**src/mbi_pkg.sv**
```systemverilog
// Shared constants for the packet buffer and MAC set-up block and its serial host.
package mbi_pkg;

  // ****************************************************************
  // Timing
  // ****************************************************************
  localparam int CLK_PERIOD_NS = 100;
  localparam int OSC_WAIT_NS   = 100000;
  localparam int OSC_WAIT_CYC  = (OSC_WAIT_NS + CLK_PERIOD_NS - 1) / CLK_PERIOD_NS;
  localparam logic [15:0] OSC_LAST = 16'(OSC_WAIT_CYC - 1);
  localparam int LINK_HALF_CYC = 4;       // Half link clock period, 800 ns period.
  localparam logic [4:0] FRAME_BITS = 5'h10;

  // ****************************************************************
  // Packet memory
  // ****************************************************************
  localparam int PTR_W          = 13;
  localparam int TX_STATUS_BYTES = 7;
  localparam logic [2:0] TX_STATUS_LAST = 3'(TX_STATUS_BYTES - 1);

  // ****************************************************************
  // Device register offsets on the serial port
  // ****************************************************************
  localparam logic [6:0] ADDR_RXST_L  = 7'h00;
  localparam logic [6:0] ADDR_RXST_H  = 7'h01;
  localparam logic [6:0] ADDR_RXND_L  = 7'h02;
  localparam logic [6:0] ADDR_RXND_H  = 7'h03;
  localparam logic [6:0] ADDR_RDPT_L  = 7'h04;
  localparam logic [6:0] ADDR_RDPT_H  = 7'h05;
  localparam logic [6:0] ADDR_WRPT_L  = 7'h06;
  localparam logic [6:0] ADDR_WRPT_H  = 7'h07;
  localparam logic [6:0] ADDR_MAC1    = 7'h08;
  localparam logic [6:0] ADDR_MAC3    = 7'h09;
  localparam logic [6:0] ADDR_MAC4    = 7'h0A;
  localparam logic [6:0] ADDR_MAXFL_L = 7'h0B;
  localparam logic [6:0] ADDR_MAXFL_H = 7'h0C;
  localparam logic [6:0] ADDR_B2B     = 7'h0D;
  localparam logic [6:0] ADDR_NB2B_L  = 7'h0E;
  localparam logic [6:0] ADDR_NB2B_H  = 7'h0F;
  localparam logic [6:0] ADDR_RETX    = 7'h10;
  localparam logic [6:0] ADDR_COLWIN  = 7'h11;
  localparam logic [6:0] ADDR_STATUS  = 7'h12;
  localparam int NREG = 18;
  localparam int CMD_WR_BIT = 15;

  // ****************************************************************
  // Fields and values
  // ****************************************************************
  localparam int MAC1_RXEN_BIT    = 0;
  localparam int MAC1_KEEP_CONTROL_FRAMES_BIT_BIT = 1;
  localparam int MAC1_PAUSE_RX_ENABLE_BIT_BIT  = 2;
  localparam int MAC1_PAUSE_TX_ENABLE_BIT_BIT  = 3;
  localparam logic [7:0] MAC1_MASK = 8'h0F;
  localparam logic [7:0] PTR_H_MASK = 8'h1F;
  localparam int MAC3_PAD_POS     = 5;
  localparam int MAC3_CRC_BIT     = 4;
  localparam int MAC3_FRMLN_BIT   = 1;
  localparam int MAC3_FDX_BIT     = 0;
  localparam logic [2:0] PAD_60_CRC = 3'h1;
  localparam int MAC4_WAIT_MEDIUM_IDLE_BIT_BIT   = 6;
  localparam int STATUS_OSC_BIT   = 0;
  localparam logic [15:0] MAX_FRAME_LEN = 16'h05EE;
  localparam logic [7:0] B2B_FDX   = 8'h15;
  localparam logic [7:0] B2B_HDX   = 8'h12;
  localparam logic [7:0] NB2B_LOW  = 8'h12;
  localparam logic [7:0] NB2B_HIGH = 8'h0C;
  localparam logic [7:0] RETX_DEFAULT   = 8'h00;
  localparam logic [7:0] COLWIN_DEFAULT = 8'h00;
  localparam logic [4:0] INIT_LAST_STEP = 5'h0F;

  // ****************************************************************
  // Host command port offsets
  // ****************************************************************
  localparam logic [1:0] HOST_DATA  = 2'h0;
  localparam logic [1:0] HOST_GO    = 2'h1;
  localparam logic [1:0] HOST_STAT  = 2'h2;
  localparam logic [1:0] HOST_RDATA = 2'h3;

endpackage

```
**src/mbi_link_if.sv**
```systemverilog
// Serial register link between the host controller and the device.
`timescale 1ns/100ps
interface mbi_link_if;
  logic sclk;
  logic cs_n;
  logic mosi;
  logic miso;
  modport host (output sclk, output cs_n, output mosi, input miso);
  modport dev  (input sclk, input cs_n, input mosi, output miso);
endinterface

```
**src/mbi_sync.sv**
```systemverilog
// Two flip-flop synchroniser for pins arriving from another clock.
`timescale 1ns/100ps
module mbi_sync #(
  parameter int         W       = 1,
  parameter logic [W-1:0] RST_VAL = '0
) (
  input  wire logic         clk_in,
  input  wire logic         rst_in,
  input  wire logic [W-1:0] d_in,
  output logic      [W-1:0] q_out
);
  typedef struct packed {
    logic [W-1:0] s1;
    logic [W-1:0] s2;
  } mbi_sync_s;
  mbi_sync_s q;
  mbi_sync_s d;

  // The first stage feeds only the second stage.
  always_comb
  begin
    d.s1 = d_in;
    d.s2 = q.s1;
  end

  always_ff @(posedge clk_in or posedge rst_in)
  begin
    if (rst_in)
      q <= '{s1: RST_VAL, s2: RST_VAL};
    else
      q <= d;
  end

  assign q_out = q.s2;
endmodule

```
**src/mbi_dev.sv**
```systemverilog
// Device end: receive ring pointers, status vector writes and MAC control one.
`timescale 1ns/100ps
// What this block does
// - Start through end reserved for receive writes.
// - Host programs an even receive start.
// - Start or end write reloads hidden pointer.
// - Visible write pointer moves on good packets.
// - Host writes read pointer low, then high.
// - Memory outside receive region is transmit space.
// - Seven status bytes follow each sent packet.
// - Host waits for oscillator ready before MAC.
// - MAC set-up writes accepted in any order.
// - Bit 0 enables MAC reception.
// - Bit 1 keeps received control frames.
// - Bit 2 lets pause frames stop sending.
// - Bit 3 permits sending pause frames.
// - Bits 7 to 4 read zero.
// - Maximum frame length register, normally 1518.
// - Back-to-back gap 15h full, 12h half.
// - Non-back-to-back gap low byte 12h.
// - Half duplex: gap high byte 0Ch.
// - Half duplex: retry and collision window set.
// - Full duplex bit only for full-duplex partner.
// - Set the deferral bit in control four.
// - Pad to 60 bytes and append CRC.
module mbi_dev
  import mbi_pkg::*;
(
  input  wire logic              clk_in,
  input  wire logic              rst_in,
  mbi_link_if.dev                link,
  input  wire logic              rx_valid_in,
  input  wire logic [7:0]        rx_data_in,
  input  wire logic              rx_last_in,
  input  wire logic              rx_good_in,
  input  wire logic              rx_ctrl_in,
  input  wire logic              rx_pause_in,
  input  wire logic              pause_tx_req_in,
  input  wire logic              tx_done_in,
  input  wire logic [PTR_W-1:0]  tx_last_addr_in,
  input  wire logic [55:0]       tx_status_in,
  output logic                   mem_we_out,
  output logic      [PTR_W-1:0]  mem_addr_out,
  output logic      [7:0]        mem_wdata_out,
  output logic                   pause_stop_out,
  output logic                   pause_tx_go_out
);

  // ****************************************************************
  // State
  // ****************************************************************
  typedef struct packed {
    logic                     osc_rdy;
    logic [15:0]              osc_cnt;
    logic                     sclk_prev;
    logic [4:0]               bit_cnt;
    logic [7:0]               sh_in;
    logic [7:0]               cmd;
    logic [7:0]               sh_out;
    logic                     miso;
    logic [NREG-1:0][7:0]     regs;
    logic [PTR_W-1:0]         rd_ptr;
    logic [PTR_W-1:0]         wr_hidden;
    logic [PTR_W-1:0]         wr_vis;
    logic [PTR_W-1:0]         frame_base;
    logic                     in_frame;
    logic                     keep;
    logic                     ovf;
    logic                     tx_busy;
    logic [2:0]               tx_idx;
    logic [PTR_W-1:0]         tx_addr;
    logic [55:0]              tx_vec;
    logic                     mem_we;
    logic [PTR_W-1:0]         mem_addr;
    logic [7:0]               mem_wdata;
    logic                     pause_stop;
    logic                     pause_tx_go;
  } mbi_dev_s;

  mbi_dev_s   q;
  mbi_dev_s   d;
  logic [2:0] pin_s;

  // Link pins come from the host's clock, so all three pass the synchroniser.
  mbi_sync #(
    .W       (3),
    .RST_VAL (3'h2)
  ) u_pin_sync (
    .clk_in (clk_in),
    .rst_in (rst_in),
    .d_in   ({link.sclk, link.cs_n, link.mosi}),
    .q_out  (pin_s)
  );

  // ****************************************************************
  // Register read mux
  // ****************************************************************
  function automatic logic [7:0] reg_read(input mbi_dev_s s, input logic [6:0] a);
    logic [7:0] v;
    v = 8'h00;
    unique case (a)
      ADDR_WRPT_L: v = s.wr_vis[7:0];
      ADDR_WRPT_H: v = {3'h0, s.wr_vis[PTR_W-1:8]};
      ADDR_RDPT_L: v = s.rd_ptr[7:0];
      ADDR_RDPT_H: v = {3'h0, s.rd_ptr[PTR_W-1:8]};
      ADDR_MAC1:   v = s.regs[ADDR_MAC1] & MAC1_MASK;
      ADDR_STATUS: v = {7'h00, s.osc_rdy};
      default:     v = (a < 7'(NREG)) ? s.regs[a[4:0]] : 8'h00;
    endcase
    return v;
  endfunction

  // ****************************************************************
  // Next state
  // ****************************************************************
  logic             rise;
  logic             fall;
  logic [7:0]       wbyte;
  logic [6:0]       waddr;
  logic [PTR_W-1:0] rx_start;
  logic [PTR_W-1:0] rx_end;
  logic [PTR_W-1:0] next_ptr;
  logic [PTR_W-1:0] base_cur;
  logic             keeping;
  logic             ovf_cur;
  logic             accept;
  logic [7:0]       mac1;

  always_comb
  begin
    d              = q;
    d.mem_we       = 1'b0;
    d.pause_stop   = 1'b0;
    mac1           = q.regs[ADDR_MAC1];
    rise           = pin_s[2] & ~q.sclk_prev;
    fall           = ~pin_s[2] & q.sclk_prev;
    wbyte          = {q.sh_in[6:0], pin_s[0]};
    waddr          = q.cmd[6:0];
    d.sclk_prev    = pin_s[2];
    keeping        = 1'b0;
    ovf_cur        = 1'b0;
    accept         = 1'b0;
    base_cur       = q.frame_base;

    // The ready flag keeps software off the MAC until the start-up wait ends.
    if (!q.osc_rdy)
    begin
      d.osc_cnt = q.osc_cnt + 16'h0001;
      if (q.osc_cnt == OSC_LAST)
        d.osc_rdy = 1'b1;
    end

    // Serial slave: command byte, then a data byte in or out.
    if (pin_s[1])
      d.bit_cnt = 5'h00;
    else if (rise && q.bit_cnt < FRAME_BITS)
    begin
      d.sh_in   = wbyte;
      d.bit_cnt = q.bit_cnt + 5'h01;
      if (q.bit_cnt == 5'h07)
      begin
        d.cmd    = wbyte;
        d.sh_out = reg_read(q, wbyte[6:0]);
        d.miso   = d.sh_out[7];
      end
      // Writes land in any order, except that the read pointer needs its low byte written before the high byte.
      if (q.bit_cnt == 5'h0F && q.cmd[7])
      begin
        if (waddr < 7'(NREG) && waddr != ADDR_WRPT_L && waddr != ADDR_WRPT_H)
        begin
          unique case (waddr)
            ADDR_MAC1:   d.regs[waddr[4:0]] = wbyte & MAC1_MASK;
            ADDR_RXST_H,
            ADDR_RXND_H,
            ADDR_RDPT_H: d.regs[waddr[4:0]] = wbyte & PTR_H_MASK;
            default:     d.regs[waddr[4:0]] = wbyte;
          endcase
        end
        // Only the hidden copy moves; the visible pointer waits for a packet.
        if (waddr <= ADDR_RXND_H)
          d.wr_hidden = {d.regs[ADDR_RXST_H][4:0], d.regs[ADDR_RXST_L]};
        // The read pointer commits on the high byte so both halves change together.
        if (waddr == ADDR_RDPT_H)
          d.rd_ptr = {wbyte[4:0], q.regs[ADDR_RDPT_L]};
      end
    end
    else if (fall && q.bit_cnt >= 5'h09 && q.bit_cnt < FRAME_BITS)
    begin
      d.sh_out = {q.sh_out[6:0], 1'b0};
      d.miso   = q.sh_out[6];
    end

    // Receive ring: bytes go only between start and end inclusive.
    rx_start = {q.regs[ADDR_RXST_H][4:0], q.regs[ADDR_RXST_L]};
    rx_end   = {q.regs[ADDR_RXND_H][4:0], q.regs[ADDR_RXND_L]};
    next_ptr = (q.wr_hidden == rx_end) ? rx_start : q.wr_hidden + 13'h0001;
    if (rx_valid_in)
    begin
      if (!q.in_frame)
      begin
        d.in_frame   = 1'b1;
        keeping      = mac1[MAC1_RXEN_BIT];
        d.keep       = keeping;
        base_cur     = q.wr_hidden;
        d.frame_base = q.wr_hidden;
      end
      else
      begin
        keeping = q.keep;
        ovf_cur = q.ovf;
      end
      // Stop one short of the read pointer so unread packets stay intact.
      if (keeping && !ovf_cur)
      begin
        if (next_ptr == q.rd_ptr)
          ovf_cur = 1'b1;
        else
        begin
          d.mem_we    = 1'b1;
          d.mem_addr  = q.wr_hidden;
          d.mem_wdata = rx_data_in;
          d.wr_hidden = next_ptr;
        end
      end
      d.ovf = ovf_cur;
      if (rx_last_in)
      begin
        d.in_frame = 1'b0;
        accept = rx_good_in && !ovf_cur &&
                 !(rx_ctrl_in && !mac1[MAC1_KEEP_CONTROL_FRAMES_BIT_BIT]);
        if (keeping && accept)
          d.wr_vis = d.wr_hidden;
        else if (keeping)
          d.wr_hidden = base_cur;
        if (keeping && rx_good_in && rx_pause_in && mac1[MAC1_PAUSE_RX_ENABLE_BIT_BIT])
          d.pause_stop = 1'b1;
      end
    end

    // Status vector after a sent packet; anywhere outside the ring is allowed.
    if (tx_done_in && !q.tx_busy)
    begin
      d.tx_busy = 1'b1;
      d.tx_idx  = 3'h0;
      d.tx_addr = tx_last_addr_in + 13'h0001;
      d.tx_vec  = tx_status_in;
    end
    else if (q.tx_busy && !d.mem_we)
    begin
      // Receive bytes take the port first; they cannot be held off.
      d.mem_we    = 1'b1;
      d.mem_addr  = q.tx_addr;
      d.mem_wdata = q.tx_vec[7:0];
      d.tx_vec    = {8'h00, q.tx_vec[55:8]};
      d.tx_addr   = q.tx_addr + 13'h0001;
      d.tx_idx    = q.tx_idx + 3'h1;
      if (q.tx_idx == TX_STATUS_LAST)
        d.tx_busy = 1'b0;
    end

    d.pause_tx_go = pause_tx_req_in & mac1[MAC1_PAUSE_TX_ENABLE_BIT_BIT];
  end

  // All registers clear on reset, including the MAC set-up registers.
  always_ff @(posedge clk_in or posedge rst_in)
  begin
    if (rst_in)
      q <= '0;
    else
      q <= d;
  end

  // ****************************************************************
  // Outputs
  // ****************************************************************
  assign link.miso       = q.miso;
  assign mem_we_out      = q.mem_we;
  assign mem_addr_out    = q.mem_addr;
  assign mem_wdata_out   = q.mem_wdata;
  assign pause_stop_out  = q.pause_stop;
  assign pause_tx_go_out = q.pause_tx_go;

endmodule

```
**src/flat_wrapper.sv**
```systemverilog
// flat-port wrapper written by rule: the top's interface ports become plain ports
module mbi_dev_flat import mbi_pkg::*;
  (clk_in, rst_in, rx_valid_in, rx_data_in, rx_last_in, rx_good_in, rx_ctrl_in, rx_pause_in, pause_tx_req_in, tx_done_in, tx_last_addr_in, tx_status_in, mem_we_out, mem_addr_out, mem_wdata_out, pause_stop_out, pause_tx_go_out, link_sclk, link_cs_n, link_mosi, link_miso);
  mbi_link_if link_i ();
  input  wire logic clk_in;
  input  wire logic rst_in;
  input  wire logic rx_valid_in;
  input  wire logic [7:0] rx_data_in;
  input  wire logic rx_last_in;
  input  wire logic rx_good_in;
  input  wire logic rx_ctrl_in;
  input  wire logic rx_pause_in;
  input  wire logic pause_tx_req_in;
  input  wire logic tx_done_in;
  input  wire logic [PTR_W-1:0] tx_last_addr_in;
  input  wire logic [55:0] tx_status_in;
  output logic mem_we_out;
  output logic      [PTR_W-1:0] mem_addr_out;
  output logic      [7:0] mem_wdata_out;
  output logic pause_stop_out;
  output logic pause_tx_go_out;
  input wire logic [$bits(link_i.sclk)-1:0] link_sclk;
  input wire logic [$bits(link_i.cs_n)-1:0] link_cs_n;
  input wire logic [$bits(link_i.mosi)-1:0] link_mosi;
  output wire logic [$bits(link_i.miso)-1:0] link_miso;
  assign link_i.sclk = link_sclk;
  assign link_i.cs_n = link_cs_n;
  assign link_i.mosi = link_mosi;
  assign link_miso = link_i.miso;
  mbi_dev u_core (.clk_in(clk_in), .rst_in(rst_in), .link(link_i), .rx_valid_in(rx_valid_in), .rx_data_in(rx_data_in), .rx_last_in(rx_last_in), .rx_good_in(rx_good_in), .rx_ctrl_in(rx_ctrl_in), .rx_pause_in(rx_pause_in), .pause_tx_req_in(pause_tx_req_in), .tx_done_in(tx_done_in), .tx_last_addr_in(tx_last_addr_in), .tx_status_in(tx_status_in), .mem_we_out(mem_we_out), .mem_addr_out(mem_addr_out), .mem_wdata_out(mem_wdata_out), .pause_stop_out(pause_stop_out), .pause_tx_go_out(pause_tx_go_out));
endmodule
```
**config.mk**
```make
export PLATFORM = sky130hd
export DESIGN_NAME = mbi_dev_flat
export DESIGN_NICKNAME = d
export VERILOG_FILES = /design/src/mbi_pkg.sv /design/src/mbi_link_if.sv /design/src/mbi_sync.sv /design/src/mbi_dev.sv /design/src/flat_wrapper.sv
export SDC_FILE = /design/constraint.sdc
export NUM_CORES = 1
export LEC_CHECK = 0
export ABC_CLOCK_PERIOD_IN_PS = 20200
export BUFFER_PORTS_ARGS = -buffer_cell sky130_fd_sc_hd__buf_2
export CORE_MARGIN = 1
export CORE_UTILIZATION = 55
export DETAILED_ROUTE_END_ITERATION = 8
export PLACE_DENSITY = 0.73
export SYNTH_ARGS = -nofsm -noshare
export SYNTH_HDL_FRONTEND = slang
export SYNTH_SLANG_ARGS = --single-unit
```
**constraint.sdc**
```tcl
create_clock -name clk_in -period 20.2 [get_ports clk_in]
set_clock_uncertainty 0.05 [all_clocks]
set_input_delay 4.04 -clock clk_in [delete_from_list [all_inputs] [get_ports clk_in]]
set_output_delay 4.04 -clock clk_in [all_outputs]
set_load 0.05 [all_outputs]
```
==> results of run 1 <==
==> synthesized netlist by cell type (3+ instances only) <==
cell	number
a211oi_1	15
and4_1	5
buf_2	22
a2111oi_2	7
nor3_1	20
mux2_2	88
or4_1	7
nor2b_1	7
mux2i_1	68
o32a_1	3
nand2_1	232
nand4_1	18
nand2b_1	10
nand3_1	36
ha_1	9
buf_1	11
o22ai_1	6
mux4_2	42
o211ai_1	6
dfrtp_1	346
xnor2_1	42
o32ai_1	3
a21oi_1	52
xor2_1	17
nor4_1	6
or3_1	9
nor2_1	98
o21ai_0	154
a31oi_1	14
clkbuf_1	104
and2_1	22
a221oi_1	5
o31ai_1	7
a22oi_1	60
a21o_1	6
and3_1	14
inv_1	37
buf_4	23
==> cell families after synthesis <==
| kind of cell | count (synthesis) | synth area share, % |
|---|---|---|
| simple gates | 499 | 13.3 |
| compound gates | 356 | 12.8 |
| flops | 348 | 50.2 |
| buf+inv | 199 | 5.04 |
| mux | 198 | 15.1 |
| xor+xnor | 59 | 2.98 |
| fa+ha+maj | 9 | 0.648 |
==> per-layer routing <==
layer | GRT usage, % | wire, um | up-vias | share of wire, %
li1 | - | - | 5908 | -
met1 | 36.7 | 18200 | 6401 | 43
met2 | 42.3 | 20000 | 425 | 47
met3 | 4.17 | 2460 | 91 | 5.8
met4 | 10.5 | 1590 | 0 | 3.8
met5 | 0 | 0 | - | 0
==> worst max-delay path, stage by stage <==
cell and delay, ns:
buf_2 0.10, nand2_1 0.05, a21oi_1 0.93, inv_1 0.10
a31oi_1 0.84, o21a_1 0.65, a2111oi_0 0.20
==> final cells by class <==
class	count	area [um2]	share of cell area (%)
flip-flops and latches	348	8720	45.4
diodes	1	2.50	0.0130
clock buffers	59	1170	6.10
repair buffers	126	676	3.52
multi-input cells	1121	7830	40.7
inverters	37	146	0.762
well taps	396	495	2.58
clock inverters	10	175	0.912
==> stage by stage <==
step / instances / utilization (%) / worst slack [ns] / instance area [um2]
final: 2098 / 62.3 / 13.59 / 19200
after global routing: 2098 / 62.3 / 13.50 / 19200
after CTS: 2097 / 62.3 / 13.73 / 19200
after detailed placement: 2028 / 57.9 / 13.16 / 17900
after global placement: 2028 / 57.9 / 13.25 / 17900
after floorplan: 1668 / - / 6.46 / 17400
==> power by group <==
| group | switching [mW] | internal [mW] |
|---|---|---|
| Combinational | 0.342 | 0.176 |
| Sequential | 0.0939 | 0.798 |
| Clock | 0.281 | 0.453 |
==> worst paths after layout <==
check                                            start                         end  slack [ns]
worst max register to register           u_core.q[128]                u_core.q[93]       15.01
min in group asynchronous                       rst_in               u_core.q[112]        3.57
max in group asynchronous                       rst_in               u_core.q[341]       15.06
worst min register to register  u_core.u_pin_sync.d[0]  u_core.u_pin_sync.q_out[0]        0.30
worst min-delay path            u_core.u_pin_sync.d[0]  u_core.u_pin_sync.q_out[0]        0.30
worst max-delay path                        rx_good_in               u_core.q[136]       13.59
==> impl_metrics.tcl, run 1 <==
set metrics [dict create \
    synth_edf_count 0 \
    total_power_mw 2.14 \
    total_leakage_power_nw 8.64 \
    root_buffer "clkbuf_16" \
    rows 64 \
    final_cell_mix "344 x dfrtp_1, 231 x nand2_1, 154 x o21ai_0" \
    postCtsSetupBuffers 0 \
    firstDrtPassIters 9 \
    ios 114 \
    ys_seq_area_share_pct 50.2 \
    syn_nets 1766 \
    numCtsBuffers 38 \
    synth_top_area_share_pct 49.9 \
    netlist_area_mm2 0.0174 \
    first_global_vias 12409 \
    cp-end-kind "flip-flop" \
    slew_headroom_pct 17.8 \
    antenna_found_initial 1 \
    dieHeight_um 180 \
    finalHoldViolCount 0 \
    synth.largest_area_cell "dfrtp_1" \
    post_cts_resized 0 \
    post_drt_wl_per_cell_um 20.2 \
    drive_gt1_share_pct 20.3 \
    post_drt_via_cell_ratio 6.11 \
    ys_top_cells_by_area "dfrtp_1 50%, mux2_2 5.7%, mux4_2 5.4%" \
    port_buffers 113 \
    dpl.hpwl_mm 28.3 \
    tns_ns 0 \
    violations "design-rule violations" \
    worstMarginPinSlew_ns 1.23 \
    max_freq_ghz 0.151 \
    finalCritPeriodShare_pct 32.7 \
    initial_core_util_pct 56.3 \
    period_minus_slack_ns 6.61 \
    ys_warn_count 0 \
    clockBufferDepth 3 \
    ys_types 66 \
    nets 1770 \
    area_growth_pct 10.6 \
    crit_type "input pin to flip-flop" \
    critPathLaunchType "input pin" \
    powerDensity_mw_per_mm2 112 \
    ctsHoldBuffers 0 \
    hold_depth 0 \
    fillers 2416 \
    routed_wirelength_mm 42.3 \
    cts.sinks 348 \
    antenna_left 0 \
    final_common_cell "dfrtp_1" \
    drt_iter0_drc 1102 \
    core_mm2 0.0308 \
    rsz0062_at_grt "no" \
    syn_inst 1668 \
    worstPathRequired_ns 20.51 \
    avgSynthCellArea_um2 10.4 \
    async_reset_ff_share_pct 100 \
    status "complete, but fails checks" \
    cts_tree "built" \
    htreeDepth 2 \
    hold_class "flip-flop to flip-flop" \
    whs_ns 0.300 \
    die_w_um 180 \
    die-area_mm2 0.0323 \
    gp_congestion 0.927 \
    grt_overflow_total 0 \
    clk_pin_slew_ns 0.06 \
    drcViolationCount 10 \
    vdd_drop_max_mv 0.0786 \
    via_count 12825 \
    arrival_ns 6.92 \
    max_cap_viol_count 0 \
    setup_viol 0 \
    ys_ff_latch 348 \
    r2r_cells 9 \
    grt_max_degree 190 \
    worst-path-max-fanout 15 \
    synth_flop_cell "dfrtp_1" \
    clkLatencyLatePin_ns 0.53 \
    final_max_slew_viol_count 0 \
    grt_use_total_pct 26.6 \
    grt_pass1_wl_mm 68.5 \
]
No activity file was read; power rests on OpenSTA's default activity.
==> run 2, diff against run 1 <==
ABC_CLOCK_PERIOD_IN_PS = 5600   (was 20200)
PLACE_DENSITY = 0.76   (was 0.73)
clock period = 5.6 ns   (was 20.2 ns; I/O delays follow)
==> run 2 against run 1 <==
  * The run still ends with design-rule violations left
  * Register-to-register slack got worse by 14 ns
  * Core utilization rose by 0.24 points
  * Combinational power rose to 3.6 times the previous value
  * Non-clock buffer count rose by 8
  * Via count rose by 0.57%
  * Worst setup slack got worse by 13 ns
  * Routed wire length rose by 3.2%
  * Total power rose to 3.6 times the previous value
  * Cell count rose by 0.38%
  * Sequential share of layout area fell by 0.17 points
  * Critical endpoint unchanged
==> impl_metrics.tcl, run 2 (synthesis gave the netlist of run 1 again) <==
set metrics [dict create \
    dieHeight_um 180 \
    clockBufferDepth 3 \
    fillers 2440 \
    grt_pass1_wl_mm 71.0 \
    grt_max_degree 196 \
    finalCritPeriodShare_pct 81.8 \
    status "complete, but fails checks" \
    rows 64 \
    total_power_mw 7.77 \
    vdd_drop_max_mv 0.276 \
    post_cts_resized 0 \
    postCtsSetupBuffers 0 \
    clkLatencyLatePin_ns 0.56 \
    nets 1778 \
    place_inst 2036 \
    post_layout_nonfiller_instances 2106 \
    drt_iter0_drc 1358 \
    drive_gt1_share_pct 20.8 \
    initial_core_util_pct 56.3 \
    post_drt_wl_per_cell_um 20.7 \
    critPathLaunchType "flip-flop" \
    final_area_mm2 0.0193 \
    cts.sinks 348 \
    cts_tree "built" \
    clk_pin_slew_ns 0.06 \
    htreeDepth 2 \
    gp_congestion 0.956 \
    worst-path-max-fanout 15 \
    worstPathRequired_ns 5.94 \
    grt_use_total_pct 27.7 \
    worstMarginPinSlew_ns 1.30 \
    drcViolationCount 12 \
    powerDensity_mw_per_mm2 403 \
    ios 114 \
    via_count 12898 \
    antenna_found_initial 2 \
    routed_wirelength_mm 43.7 \
    slew_headroom_pct 12.9 \
    setup_viol 0 \
    numCtsBuffers 38 \
    root_buffer "clkbuf_16" \
    rsz0062_at_grt "no" \
    antenna_left 0 \
    hold_class "flip-flop to flip-flop" \
    cp-end-kind "flip-flop" \
    place_ws_ns 1.12 \
    first_global_vias 12841 \
    violations "design-rule violations" \
    final_common_cell "dfrtp_1" \
    dpl.hpwl_mm 29.4 \
    period_minus_slack_ns 4.58 \
    die-area_mm2 0.0323 \
    max_cap_viol_count 0 \
    postPlaceCellArea_mm2 0.0179 \
    total_leakage_power_nw 8.67 \
    area_growth_pct 11.0 \
    die_w_um 180 \
    max_freq_ghz 0.218 \
    core_mm2 0.0308 \
    finalHoldViolCount 0 \
    final_max_slew_viol_count 0 \
    post_drt_via_cell_ratio 6.12 \
    firstDrtPassIters 7 \
    ctsHoldBuffers 0 \
    grt_overflow_total 0 \
    crit_type "flip-flop to flip-flop" \
    setup_ws_ns 1.02 \
    port_buffers 113 \
    final_cell_mix "344 x dfrtp_1, 231 x nand2_1, 154 x o21ai_0" \
    arrival_ns 4.92 \
]
## run 2: report_power, final
| part | internal [mW] | leakage [nW] | switching (mW) | total [mW] |
|---|---|---|---|---|
| clock | 1.62 | 0.656 | 1.06 | 2.68 |
| combinational | 0.643 | 3.47 | 1.21 | 1.86 |
| sequential | 2.88 | 4.55 | 0.359 | 3.24 |
## run 2: cell type report
class,count,area (um2),area share [%]
sequential,348,8720,45.2
multi-input combinational,1121,7830,40.6
clock buffer,49,1050,5.46
timing repair buffer,134,736,3.82
tap,396,495,2.57
clock inverter,19,308,1.60
inverter,37,143,0.740
antenna,2,5.00,0.0260
## run 2: critical path, stage by stage (launching register included)
cell and delay [ns]:
dfrtp_1 0.65, xnor2_1 0.20, and4_4 0.26, and4_1 0.54
o21ai_0 0.17, a221o_1 0.38, nor4_4 0.55, a31oi_1 0.52
o21a_1 0.61, a2111oi_0 0.50
## run 2: routing by layer
metal  vias to the layer above  GRT usage [%]  routed length (um)
li1                       5924              -                   -
met1                      6380           38.6               19000
met2                       493           43.5               20200
met3                       101           5.06                2940
met4                         0           10.1                1500
met5                         -              0                   0
## run 2: through the flow
stage | util [%] | hold WS, ns | setup TNS [ns]
after global routing | 62.5 | 0.318 | 0
after global placement | 58.1 | 0.285 | 0
after detailed placement | 58.1 | 0.295 | 0
after floorplan | - | 0.281 | -78.47
final | 62.5 | 0.301 | 0
after CTS | 62.5 | 0.311 | 0
## run 2: path summary, 6_finish.rpt
kind                                        start                    endpoint  slack (ns)  cells past startpoint
min in group asynchronous                  rst_in               u_core.q[187]        0.61                      2
max reg2reg                         u_core.q[132]               u_core.q[136]        1.02                      9
max in group asynchronous                  rst_in                u_core.q[73]        3.33                      3
min reg2reg                u_core.u_pin_sync.d[2]  u_core.u_pin_sync.q_out[2]        0.30                      0
max                                 u_core.q[132]               u_core.q[136]        1.02                      9
min                        u_core.u_pin_sync.d[2]  u_core.u_pin_sync.q_out[2]        0.30                      0
